### config.mk
export PLATFORM = sky130hd
export DESIGN_NAME = tes_system_regs
export DESIGN_NICKNAME = d
export VERILOG_FILES = /design/src/rtl/tes_pkg.sv /design/src/rtl/tes_system_regs.sv
export SDC_FILE = /design/constraint.sdc
export NUM_CORES = 1
export LEC_CHECK = 0
export CAP_MARGIN = 20
export CORE_ASPECT_RATIO = 0.75
export CORE_UTILIZATION = 58
export DETAILED_ROUTE_END_ITERATION = 16
export DONT_BUFFER_PORTS = 1
export HOLD_SLACK_MARGIN = 0.02
export PLACE_DENSITY = 0.83
export SYNTH_ARGS = -nofsm -noshare
export SYNTH_HDL_FRONTEND = slang
export SYNTH_SLANG_ARGS = --single-unit
### constraint.sdc
create_clock -name clk_sys -period 4.7 [get_ports clk_sys]
set_clock_uncertainty 0.1 [all_clocks]
set_input_delay 0.47 -clock clk_sys [delete_from_list [all_inputs] [get_ports clk_sys]]
set_output_delay 0.47 -clock clk_sys [all_outputs]
set_load 0.01 [all_outputs]
### src/rtl/tes_pkg.sv
// shared constants and carrier types for the touch expander system registers
package tes_pkg;
    // ------------------------------------------------------------
    // register offsets (byte addresses, msb of wide regs at offset)
    // ------------------------------------------------------------
    localparam logic [6:0] OFS_DEVICE_IDENTITY = 7'h00;
    localparam logic [6:0] OFS_SILICON_REVISION = 7'h02;
    localparam logic [6:0] OFS_RESET_SLEEP = 7'h03;
    localparam logic [6:0] OFS_CLOCK_GATING = 7'h04;
    localparam logic [6:0] OFS_SERIAL_CFG = 7'h08;
    localparam logic [6:0] OFS_ANALOG_CH4 = 7'h38;
    localparam logic [6:0] OFS_ANALOG_CH5 = 7'h3a;
    localparam logic [6:0] OFS_ANALOG_CH6 = 7'h3c;
    localparam logic [6:0] OFS_ANALOG_CH7 = 7'h3e;
    localparam logic [6:0] OFS_TOUCH_SETUP = 7'h40;
    localparam logic [6:0] OFS_TOUCH_CONFIG = 7'h41;
    localparam logic [6:0] OFS_WIN_UR_X = 7'h42;
    localparam logic [6:0] OFS_WIN_UR_Y = 7'h44;
    localparam logic [6:0] OFS_WIN_LL_X = 7'h46;
    localparam logic [6:0] OFS_WIN_LL_Y = 7'h48;
    localparam logic [6:0] OFS_BUF_THRESHOLD = 7'h4a;
    localparam logic [6:0] OFS_BUF_STATE = 7'h4b;
    localparam logic [6:0] OFS_BUF_FILL = 7'h4c;
    localparam logic [6:0] OFS_SAMPLE_X = 7'h4d;
    localparam logic [6:0] OFS_SAMPLE_Y = 7'h4f;
    localparam logic [6:0] OFS_SAMPLE_Z = 7'h51;
    localparam logic [6:0] OFS_SAMPLE_PACKED = 7'h52;
    localparam logic [6:0] OFS_PRESSURE_FRAC = 7'h56;
    localparam logic [6:0] OFS_SAMPLE_BYTE = 7'h57;
    localparam logic [6:0] OFS_DRIVE_CURRENT = 7'h58;
    localparam logic [6:0] OFS_SHIELD_CTRL = 7'h59;

    // ------------------------------------------------------------
    // field positions
    // ------------------------------------------------------------
    localparam int BIT_FORCED_SLEEP = 0;
    localparam int BIT_SOFT_RESET = 1;
    localparam int BIT_ADC_GATE = 0;
    localparam int BIT_TOUCH_GATE = 1;
    localparam int BIT_GPIO_GATE = 2;
    localparam int BIT_TEMP_GATE = 3;
    localparam int BIT_AUTO_INCR = 2;
    localparam int BIT_TOUCH_ENABLE = 0;

    // ------------------------------------------------------------
    // reset values and writable masks
    // ------------------------------------------------------------
    localparam logic [7:0] RST_RESET_SLEEP = 8'h00;
    localparam logic [7:0] RST_CLOCK_GATING = 8'h0f;
    localparam logic [7:0] RST_SERIAL_CFG = 8'h01;
    localparam logic [7:0] RST_TOUCH_SETUP = 8'h90;
    localparam logic [7:0] RST_TOUCH_CONFIG = 8'h00;
    localparam logic [15:0] RST_WIN_UPPER = 16'h0fff;
    localparam logic [15:0] RST_WIN_LOWER = 16'h0000;
    localparam logic [7:0] RST_BUF_THRESHOLD = 8'h00;
    localparam logic [7:0] RST_BUF_STATE = 8'h20;
    localparam logic [7:0] RST_PRESSURE_FRAC = 8'h00;
    localparam logic [7:0] RST_DRIVE_CURRENT = 8'h00;
    localparam logic [7:0] RST_SHIELD_CTRL = 8'h00;
    localparam logic [7:0] MASK_RESET_SLEEP = 8'h03;
    localparam logic [7:0] MASK_CLOCK_GATING = 8'h0f;
    localparam logic [7:0] MASK_SERIAL_CFG = 8'h07;

    // ------------------------------------------------------------
    // carriers
    // ------------------------------------------------------------
    typedef struct packed {
        logic start;
        logic [6:0] addr;
        logic wr;
        logic rd;
        logic [7:0] wdata;
    } tes_host_req_type;

    typedef struct packed {
        logic rvalid;
        logic [7:0] rdata;
    } tes_host_rsp_type;

    typedef struct packed {
        logic [15:0] ch4;
        logic [15:0] ch5;
        logic [15:0] ch6;
        logic [15:0] ch7;
    } tes_analog_type;

    typedef struct packed {
        logic [7:0] buf_state;
        logic [7:0] buf_fill;
        logic [15:0] x;
        logic [15:0] y;
        logic [7:0] z;
        logic [31:0] packed_xyz;
        logic [7:0] byte_data;
    } tes_touch_in_type;

    typedef struct packed {
        logic [7:0] setup;
        logic [7:0] config_val;
        logic [15:0] win_ur_x;
        logic [15:0] win_ur_y;
        logic [15:0] win_ll_x;
        logic [15:0] win_ll_y;
        logic [7:0] threshold;
        logic [7:0] frac_select;
        logic [7:0] drive_current;
        logic [7:0] shield;
    } tes_touch_cfg_type;
endpackage

### src/rtl/tes_system_regs.sv
// system control and register map for the touch expander
`timescale 1ns/1ps
module tes_system_regs #(
    // arbitrary value
    parameter logic [15:0] IDENTITY_CODE = 16'h5a3c,
    // arbitrary value
    parameter logic [7:0] REVISION_CODE = 8'h07
) (
    input wire logic clk_sys,
    input wire logic rst_n,
    input wire tes_pkg::tes_host_req_type host_req,
    output tes_pkg::tes_host_rsp_type host_rsp,
    input wire tes_pkg::tes_analog_type analog_in,
    input wire tes_pkg::tes_touch_in_type touch_in,
    output tes_pkg::tes_touch_cfg_type touch_cfg,
    output logic touch_run,
    output logic [3:0] unit_clock_enable,
    output logic forced_sleep,
    output logic hotkey_wake_enable,
    output logic soft_reset_pulse,
    output logic buffer_state_wr,
    output logic [7:0] buffer_state_wdata,
    output logic sample_byte_pop
);
    import tes_pkg::*;

    // ------------------------------------------------------------
    // reset release
    // ------------------------------------------------------------
    logic rst_meta_r;
    logic rst_sync_n_r;

    always_ff @(posedge clk_sys or negedge rst_n) begin
        if (!rst_n) begin
            rst_meta_r <= 1'b0;
            rst_sync_n_r <= 1'b0;
        end else begin
            rst_meta_r <= 1'b1;
            rst_sync_n_r <= rst_meta_r;
        end
    end

    // ------------------------------------------------------------
    // state
    // ------------------------------------------------------------
    typedef struct packed {
        logic [6:0] ptr;
        logic [7:0] reset_sleep;
        logic [7:0] clock_gating;
        logic [7:0] serial_cfg;
        tes_touch_cfg_type cfg;
        tes_host_rsp_type rsp;
        logic touch_run;
        logic [3:0] unit_en;
        logic hotkey_en;
        logic soft_pulse;
        logic bs_wr;
        logic [7:0] bs_wdata;
        logic pop;
    } tes_state_type;

    tes_state_type st_r;
    tes_state_type st_nxt;
    tes_state_type st_rst;
    logic [6:0] acc_addr;
    logic [7:0] rd_byte;
    logic auto_incr;

    always_comb begin
        st_rst = '0;
        st_rst.reset_sleep = RST_RESET_SLEEP;
        st_rst.clock_gating = RST_CLOCK_GATING;
        st_rst.serial_cfg = RST_SERIAL_CFG;
        st_rst.cfg.setup = RST_TOUCH_SETUP;
        st_rst.cfg.config_val = RST_TOUCH_CONFIG;
        st_rst.cfg.win_ur_x = RST_WIN_UPPER;
        st_rst.cfg.win_ur_y = RST_WIN_UPPER;
        st_rst.cfg.win_ll_x = RST_WIN_LOWER;
        st_rst.cfg.win_ll_y = RST_WIN_LOWER;
        st_rst.cfg.threshold = RST_BUF_THRESHOLD;
        st_rst.cfg.frac_select = RST_PRESSURE_FRAC;
        st_rst.cfg.drive_current = RST_DRIVE_CURRENT;
        st_rst.cfg.shield = RST_SHIELD_CTRL;
        st_rst.bs_wdata = RST_BUF_STATE;
        st_rst.hotkey_en = 1'b1;
    end

    // ------------------------------------------------------------
    // read mux
    // ------------------------------------------------------------
    // start byte carries address
    assign acc_addr = host_req.start ? host_req.addr : st_r.ptr;
    assign auto_incr = st_r.serial_cfg[BIT_AUTO_INCR];

    always_comb begin
        rd_byte = 8'h00;
        unique case (acc_addr)
            OFS_DEVICE_IDENTITY: rd_byte = IDENTITY_CODE[15:8];
            OFS_DEVICE_IDENTITY + 7'd1: rd_byte = IDENTITY_CODE[7:0];
            OFS_SILICON_REVISION: rd_byte = REVISION_CODE;
            OFS_RESET_SLEEP: rd_byte = st_r.reset_sleep;
            OFS_CLOCK_GATING: rd_byte = st_r.clock_gating;
            OFS_SERIAL_CFG: rd_byte = st_r.serial_cfg;
            OFS_ANALOG_CH4: rd_byte = analog_in.ch4[15:8];
            OFS_ANALOG_CH4 + 7'd1: rd_byte = analog_in.ch4[7:0];
            OFS_ANALOG_CH5: rd_byte = analog_in.ch5[15:8];
            OFS_ANALOG_CH5 + 7'd1: rd_byte = analog_in.ch5[7:0];
            OFS_ANALOG_CH6: rd_byte = analog_in.ch6[15:8];
            OFS_ANALOG_CH6 + 7'd1: rd_byte = analog_in.ch6[7:0];
            OFS_ANALOG_CH7: rd_byte = analog_in.ch7[15:8];
            OFS_ANALOG_CH7 + 7'd1: rd_byte = analog_in.ch7[7:0];
            OFS_TOUCH_SETUP: rd_byte = st_r.cfg.setup;
            OFS_TOUCH_CONFIG: rd_byte = st_r.cfg.config_val;
            OFS_WIN_UR_X: rd_byte = st_r.cfg.win_ur_x[15:8];
            OFS_WIN_UR_X + 7'd1: rd_byte = st_r.cfg.win_ur_x[7:0];
            OFS_WIN_UR_Y: rd_byte = st_r.cfg.win_ur_y[15:8];
            OFS_WIN_UR_Y + 7'd1: rd_byte = st_r.cfg.win_ur_y[7:0];
            OFS_WIN_LL_X: rd_byte = st_r.cfg.win_ll_x[15:8];
            OFS_WIN_LL_X + 7'd1: rd_byte = st_r.cfg.win_ll_x[7:0];
            OFS_WIN_LL_Y: rd_byte = st_r.cfg.win_ll_y[15:8];
            OFS_WIN_LL_Y + 7'd1: rd_byte = st_r.cfg.win_ll_y[7:0];
            OFS_BUF_THRESHOLD: rd_byte = st_r.cfg.threshold;
            OFS_BUF_STATE: rd_byte = touch_in.buf_state;
            OFS_BUF_FILL: rd_byte = touch_in.buf_fill;
            OFS_SAMPLE_X: rd_byte = touch_in.x[15:8];
            OFS_SAMPLE_X + 7'd1: rd_byte = touch_in.x[7:0];
            OFS_SAMPLE_Y: rd_byte = touch_in.y[15:8];
            OFS_SAMPLE_Y + 7'd1: rd_byte = touch_in.y[7:0];
            OFS_SAMPLE_Z: rd_byte = touch_in.z;
            OFS_SAMPLE_PACKED: rd_byte = touch_in.packed_xyz[31:24];
            OFS_SAMPLE_PACKED + 7'd1: rd_byte = touch_in.packed_xyz[23:16];
            OFS_SAMPLE_PACKED + 7'd2: rd_byte = touch_in.packed_xyz[15:8];
            OFS_SAMPLE_PACKED + 7'd3: rd_byte = touch_in.packed_xyz[7:0];
            OFS_PRESSURE_FRAC: rd_byte = st_r.cfg.frac_select;
            OFS_SAMPLE_BYTE: rd_byte = touch_in.byte_data;
            OFS_DRIVE_CURRENT: rd_byte = st_r.cfg.drive_current;
            OFS_SHIELD_CTRL: rd_byte = st_r.cfg.shield;
            default: rd_byte = 8'h00;
        endcase
    end

    // ------------------------------------------------------------
    // next state
    // ------------------------------------------------------------
    always_comb begin
        st_nxt = st_r;
        st_nxt.rsp.rvalid = 1'b0;
        st_nxt.soft_pulse = 1'b0;
        st_nxt.bs_wr = 1'b0;
        st_nxt.pop = 1'b0;
        if (host_req.start) begin
            st_nxt.ptr = host_req.addr;
        end
        if (host_req.rd) begin
            st_nxt.rsp.rvalid = 1'b1;
            st_nxt.rsp.rdata = rd_byte;
            st_nxt.pop = (acc_addr == OFS_SAMPLE_BYTE);
        end else if (host_req.wr) begin
            unique case (acc_addr)
                OFS_RESET_SLEEP: begin
                    st_nxt.reset_sleep = host_req.wdata & MASK_RESET_SLEEP;
                end
                OFS_CLOCK_GATING: begin
                    st_nxt.clock_gating =
                        host_req.wdata & MASK_CLOCK_GATING;
                end
                OFS_SERIAL_CFG: begin
                    st_nxt.serial_cfg = host_req.wdata & MASK_SERIAL_CFG;
                end
                OFS_TOUCH_SETUP: st_nxt.cfg.setup = host_req.wdata;
                OFS_TOUCH_CONFIG: st_nxt.cfg.config_val = host_req.wdata;
                OFS_WIN_UR_X: st_nxt.cfg.win_ur_x[15:8] = host_req.wdata;
                OFS_WIN_UR_X + 7'd1: begin
                    st_nxt.cfg.win_ur_x[7:0] = host_req.wdata;
                end
                OFS_WIN_UR_Y: st_nxt.cfg.win_ur_y[15:8] = host_req.wdata;
                OFS_WIN_UR_Y + 7'd1: begin
                    st_nxt.cfg.win_ur_y[7:0] = host_req.wdata;
                end
                OFS_WIN_LL_X: st_nxt.cfg.win_ll_x[15:8] = host_req.wdata;
                OFS_WIN_LL_X + 7'd1: begin
                    st_nxt.cfg.win_ll_x[7:0] = host_req.wdata;
                end
                OFS_WIN_LL_Y: st_nxt.cfg.win_ll_y[15:8] = host_req.wdata;
                OFS_WIN_LL_Y + 7'd1: begin
                    st_nxt.cfg.win_ll_y[7:0] = host_req.wdata;
                end
                OFS_BUF_THRESHOLD: st_nxt.cfg.threshold = host_req.wdata;
                // buffer unit owns the state, we only pass the write on
                OFS_BUF_STATE: begin
                    st_nxt.bs_wr = 1'b1;
                    st_nxt.bs_wdata = host_req.wdata;
                end
                OFS_PRESSURE_FRAC: st_nxt.cfg.frac_select = host_req.wdata;
                OFS_DRIVE_CURRENT: st_nxt.cfg.drive_current = host_req.wdata;
                OFS_SHIELD_CTRL: st_nxt.cfg.shield = host_req.wdata;
                default: begin
                end
            endcase
        end
        if ((host_req.rd || host_req.wr) && auto_incr) begin
            st_nxt.ptr = acc_addr + 7'd1;
        end else if (host_req.rd || host_req.wr) begin
            st_nxt.ptr = acc_addr;
        end
        st_nxt.hotkey_en = ~st_nxt.reset_sleep[BIT_FORCED_SLEEP];
        // one in a gate bit stops clock
        st_nxt.unit_en = ~st_nxt.clock_gating[3:0];
        st_nxt.touch_run = st_nxt.cfg.setup[BIT_TOUCH_ENABLE] &
            ~st_nxt.clock_gating[BIT_TOUCH_GATE];
        if (st_nxt.reset_sleep[BIT_SOFT_RESET]) begin
            st_nxt = st_rst;
            st_nxt.soft_pulse = 1'b1;
            st_nxt.unit_en = ~RST_CLOCK_GATING[3:0];
        end
    end

    // soft reset also goes out as soft_reset_pulse so the other units follow
    always_ff @(posedge clk_sys or negedge rst_sync_n_r) begin
        if (!rst_sync_n_r) begin
            st_r <= '0;
            st_r.reset_sleep <= RST_RESET_SLEEP;
            st_r.clock_gating <= RST_CLOCK_GATING;
            st_r.serial_cfg <= RST_SERIAL_CFG;
            st_r.cfg.setup <= RST_TOUCH_SETUP;
            st_r.cfg.win_ur_x <= RST_WIN_UPPER;
            st_r.cfg.win_ur_y <= RST_WIN_UPPER;
            st_r.bs_wdata <= RST_BUF_STATE;
            st_r.hotkey_en <= 1'b1;
        end else begin
            st_r <= st_nxt;
        end
    end

    // ------------------------------------------------------------
    // outputs
    // ------------------------------------------------------------
    assign host_rsp = st_r.rsp;
    assign touch_cfg = st_r.cfg;
    assign touch_run = st_r.touch_run;
    assign unit_clock_enable = st_r.unit_en;
    assign forced_sleep = st_r.reset_sleep[BIT_FORCED_SLEEP];
    assign hotkey_wake_enable = st_r.hotkey_en;
    assign soft_reset_pulse = st_r.soft_pulse;
    assign buffer_state_wr = st_r.bs_wr;
    assign buffer_state_wdata = st_r.bs_wdata;
    assign sample_byte_pop = st_r.pop;
endmodule

# ---- After elaboration in Yosys (flattened, before gate mapping)
# Index checks and enable logic that the tools add are counted.
dict set report word_totals {
  romBits 0
  n_memories 0
  ff_bits 171
  latch_bits 0
  wordCells 146
  output_inout_bits 139
  mem_bits_rw 0
}
dict set report op_classes {
  n_div 0
  muxes 28
  shift 0
  n_mul 0
  bitwise 4
  reduce_logical 41
  magnitude_cmp 0
  addsub 1
  n_eq_ne 40
}
# cell count
set op_table {}
lappend op_table {{case mux 8 bit (40 select lines)} 1}
lappend op_table {{2-to-1 mux 136 bit} 2}
lappend op_table {{equality test 7 bit (second input constant)} 26}
lappend op_table {{2-to-1 mux 169 bit} 1}
lappend op_table {{2-to-1 mux 8 bit} 17}
lappend op_table {{equality test 7 x 6 -> 1 bit (second input constant)} 8}
lappend op_table {{AND reduction 3 bit} 18}
lappend op_table {{nonzero test 2 bit} 20}
lappend op_table {{2-to-1 mux 9 bit} 4}
lappend op_table {{equality test 7 x 2 -> 1 bit (second input constant)} 2}
lappend op_table {{2-to-1 mux 7 bit} 2}
lappend op_table {{adder 7 x 1 -> 7 bit (second input constant)} 1}
lappend op_table {{equality test 7 x 1 -> 1 bit (second input constant)} 1}
lappend op_table {{equality test 7 x 3 -> 1 bit (second input constant)} 1}
lappend op_table {{equality test 7 x 4 -> 1 bit (second input constant)} 1}
lappend op_table {{zero test 7 bit} 1}
lappend op_table {{NOT 4 bit} 1}
lappend op_table {{!= test 2 x 1 -> 1 bit (second input constant)} 1}
lappend op_table {{NOT 1 bit} 2}
lappend op_table {{bitwise AND 1 bit} 1}
lappend op_table {{logical AND 1 bit} 1}
lappend op_table {{logical OR 1 bit} 1}
lappend op_table {{2-to-1 mux 1 bit} 1}

# ---- Logic depth before layout (Yosys ltp)
dict set report depth {
  word_depth 8
  depth_mapped 16
}

# ---- Least setup slack after synthesis
# Ideal clock, no wire load.
dict set report synth_path {
  path_kind {input to register}
  start {input host_req[17] (netlist bit)}
  end {register st_r, in the netlist host_rsp[0]}
  t_arrival_ns 3.191
  path_slack_ns 1.288
  path_stages 14
  setup_ns 0.121
  path_cell_list {buf_6 -> buf_12 -> buf_6 -> mux2i_1 -> inv_1 -> ha_1 -> clkbuf_1 -> or2_2 -> o21ai_1 -> a21oi_1 -> nor4bb_1 -> nand4_1 -> o41a_2 -> a22o_1}
}
dict set report synth_via {
  elab_chain_len 6
  elab_cells_between_ends 48
  cone_classes {39 x eq/ne; 7 x mux; 2 x reduce/logical}
}
# element line
set synth_rtl {}
lappend synth_rtl {{start: declaration} tes_system_regs.sv:11} ;# input wire tes_pkg::tes_host_req_type host_req,
lappend synth_rtl {{2-to-1 mux 7 bit (*)} -}
lappend synth_rtl {{branches (longest 5 deep; another with 2-to-1 mux 169 bit)} -}
lappend synth_rtl {{end signal: assignment} tes_system_regs.sv:231} ;# st_r <= st_nxt;
lappend synth_rtl {{end: declaration} tes_system_regs.sv:62} ;# tes_state_type st_r;
# Mark *: on every way between the ends. The select of a mux whose other input is x is not followed.
# A chain may end at the register's enable or synchronous reset.

# ---- Worst setup path in the final report
dict set report layout_path {
  start {register st_r[168] (netlist bit)}
  end {register st_r, in the netlist host_rsp[7]}
}
dict set report layout_via {
  elab_chain_len 6
  elab_cells_between_ends 48
  cone_classes {39 x eq/ne; 7 x mux; 2 x reduce/logical}
}
# element
set layout_rtl {}
lappend layout_rtl {{2-to-1 mux 7 bit (*)}}
lappend layout_rtl {{branches (longest 5 deep; another with 2-to-1 mux 169 bit)}}
# Marked as above.

==> impl_metrics.csv <==
group,metric,value,unit
synthesis,syn_avg_cell_area,9.86,sq um
setup_path,setup.worst_path.start,"st_r[168]",
synthesis,yosysMostFrequentCell,"buf_4",
sta,setup-violations-final,0,
sta,slew_headroom,19.1,%
sta,worst_pin_slew,1.21,ns
global_routing,grt_overflow,0,
sta,hold_violations,0,
power,power.static_leakage,3.90,nW
sta,rsz0062_at_grt,"no",
floorplanning,io-pin-count,319,
cts,clkLatencyLatePin,0.44,ns
job,max-cap-violations,0,
cts,cts_tree,"built",
sta,fin_tns_setup,0,ns
setup_path,path_buf_inv,0,
sta,max_freq,0.267,GHz
synthesis,ys_seq_elements,155,
synthesis,synthArstFlopShare,100,%
sta,post-route-period-util,79.7,%
route,wl_per_cell,41.8,um
power,total_power,3.62,mW
setup_path,regToRegSetupSlack,0.95,ns
setup_path,r2r_cells,7,
cells_and_area,layout-drive-gt1-share,15.6,%
cts,cts_buffer_depth,2,
placement,post_dp_cell_area,0.00879,sq mm
power,cellPowerDensity,383,mW/mm^2
setup_path,max_stage_delay,0.70,ns
synthesis,synth_compound_area_share,30.2,%
cells_and_area,stdcell_area,0.00944,sq mm
setup_path,crit_fanout,12,
floorplanning,rows,40,
synthesis,synth_top_family_by_area,"compound AO/OA/AOI/OAI gates",
cts,clk_pin_slew_worst_paths,0.07,ns
cts,numCtsBuffers,17,
placement,dpl.hpwl,32900,um
synthesis,synthCells,977,
floorplanning,die-area,0.0171,sq mm
route,drtAntennaViolNets,0,
setup_path,cp_top_family,"simple AND/OR/NAND/NOR gates",
power,vdd_drop_max,0.233,mV
setup_path,r2r-start,"st_r[168]",
global_routing,grt_use_total,52.5,%
cts,htreeDepth,4,
setup_path,critical_path_arrival,3.97,ns
synthesis,yosys.area_share.simple,12.9,%
placement,port_buffers,0,
setup_path,critPathCaptureType,"flop",
floorplanning,die_w,151,um
synthesis,synth-adder-area-share,0.520,%
setup_path,cp_num_cells,7,
cells_and_area,syn2layout_area_growth,-1.97,%
sta,report.final.slew_viol_count,0,
route,viasPerCell,8.33,
synthesis,synth_common_cells,"142 x buf_4, 122 x dfrtp_1, 114 x a22o_1",
route,wl,44300,um
synthesis,synth_top_area_share,31.7,%
setup_path,cp_slowest_cell,"and2_1",
route,drc_errors,0,
synthesis,synth-seq-area-share,40.7,%
synthesis,ys_top_cells_by_area,"dfrtp_1 32%, buf_4 11%, a22o_1 10%",
global_routing,antenna_found_initial,5,
synthesis,synth-main-ff-cell,"dfrtp_1",
hold_path,min_path_type,"in -> reg",
cts,clock-sinks,155,
setup_path,critPathKind,"reg -> reg",
sta,period_minus_slack,3.75,ns
global_routing,grt_pass1_wl,62300,um
synthesis,synth_warnings,0,
setup_path,crit_required,4.92,ns
synthesis,muxShareOfSynthArea,0.740,%
synthesis,syn-num-nets,1161,
floorplanning,fp.dieH,114,um
cells_and_area,nets,1018,
hold_path,hold_path_depth,2,
route,dr.pass1.iters,7,
synthesis,ys_types,83,
global_routing,first_global_vias,8445,
synthesis,synth_enable_flop_cells,0,
floorplanning,start_util,59.8,%
route,initialDrtViolationCount,1463,
floorplanning,core_area,0.0161,sq mm
setup_path,cp_cell_sequence,"or4b_1 -> and2_1 -> nor2_1 -> a22oi_1 -> nand4_1 -> or4_1 -> a22o_1",
setup_path,worstSetupStartpointType,"flop",
outcome,status,"complete, no violations",
cts,root_buffer,"clkbuf_16",
synthesis,syn_area,0.00963,sq mm
placement,gp_congestion,1.14,
synthesis,synth_area_leader_cell,"dfrtp_1",
setup_path,crit_end,"host_rsp[7]",
synthesis,synth_xor_area_share,0.637,%
setup_path,reg2reg_to,"host_rsp[7]",
global_routing,grt_max_degree,70,
route,via_count,8828,
sequential cells by signal, summed over array words and instances (netlist names), 4 cells and up:
register,cells
buffer_state_wdata,8
unit_clock_enable,4
host_rsp,9
st_r,13
touch_cfg,112
cells by family (layout without fill, tap and decap cells):
logic type | count (synthesis) | in the layout
AO/OA/AOI/OAI | 353 | 353
multiplexers | 7 | 7
adder cells (fa/ha/maj) | 4 | 4
buffers and inverters | 207 | 77
AND/OR/NAND/NOR | 243 | 243
flip-flops | 155 | 155
other | 1 | 4
XOR/XNOR | 7 | 7
cell usage in the layout, fill, tap and decap left out, types with 6 or more instances in the layout:
cell type | Yosys | layout
dfrtp_1 | 122 | 121
a22o_1 | 114 | 114
nand2_1 | 88 | 88
a22oi_1 | 43 | 43
nor2_1 | 39 | 39
nand3_1 | 34 | 34
dfstp_2 | 33 | 33
buf_4 | 142 | 28
o21ai_0 | 26 | 26
a32oi_1 | 23 | 23
a21oi_1 | 24 | 22
clkbuf_16 | 0 | 17
a221oi_1 | 16 | 16
o22a_1 | 15 | 15
nor3_1 | 14 | 14
o21ai_1 | 13 | 13
nand4_1 | 13 | 13
a222oi_1 | 12 | 12
a32o_1 | 12 | 12
o22ai_1 | 9 | 9
inv_1 | 8 | 8
and2_1 | 6 | 6
mux2i_1 | 6 | 6
how the worst min path moves through the flow:
stage | from | end | slack [ns]
2_1_floorplan | rst_n | rst_meta_r | 0.07
3_3_place_gp | rst_n | rst_meta_r | 0.07
3_5_place_dp | rst_n | rst_meta_r | 0.07
4_1_cts | host_req[2] | touch_cfg[82] | 0.05
5_1_grt | host_req[7] | touch_cfg[87] | 0.05
6_report | host_req[2] | touch_cfg[82] | 0.05
repair_timing:
item | 4_1_cts | 5_1_grt
setup buffers | 0 | 0
endpoints found under the hold margin | 5 | 0
resized for setup | 0 | 0
hold buffers | 4 | 0
layer usage:
layer | routed length (um) | global-route usage [%]
met1 | 15900 | 67.2
met2 | 18100 | 73.9
met3 | 7650 | 24.9
met4 | 2610 | 26.0
met5 | 0 | 0
per-stage QoR:
stage	setup slack [ns]	instances	hold WS, ns	util, %
floorplan	0.0191	977	0.0744	-
global placement	1.03	1021	0.0745	54.5
detailed placement	1.02	1021	0.0745	54.5
CTS	1.16	1057	0.0462	58.5
global route	0.873	1059	0.0485	58.6
finish	0.953	1060	0.0488	58.6
layout make-up:
cell class,count,area [sq um]
diodes,3,7.51
clock buffers,18,429
clock inverters,14,174
fillers,1419,6670
inverters,13,48.8
multi-input cells,615,4350
flip-flops and latches,155,3920
well taps,210,263
repair buffers,32,250
where the power goes:
group          switching (mW)  internal (mW)
clock                   0.630          0.806
combinational           0.312          0.162
sequential              0.218           1.49
total                    1.16           2.46
No activity file was read; power rests on OpenSTA's default activity.
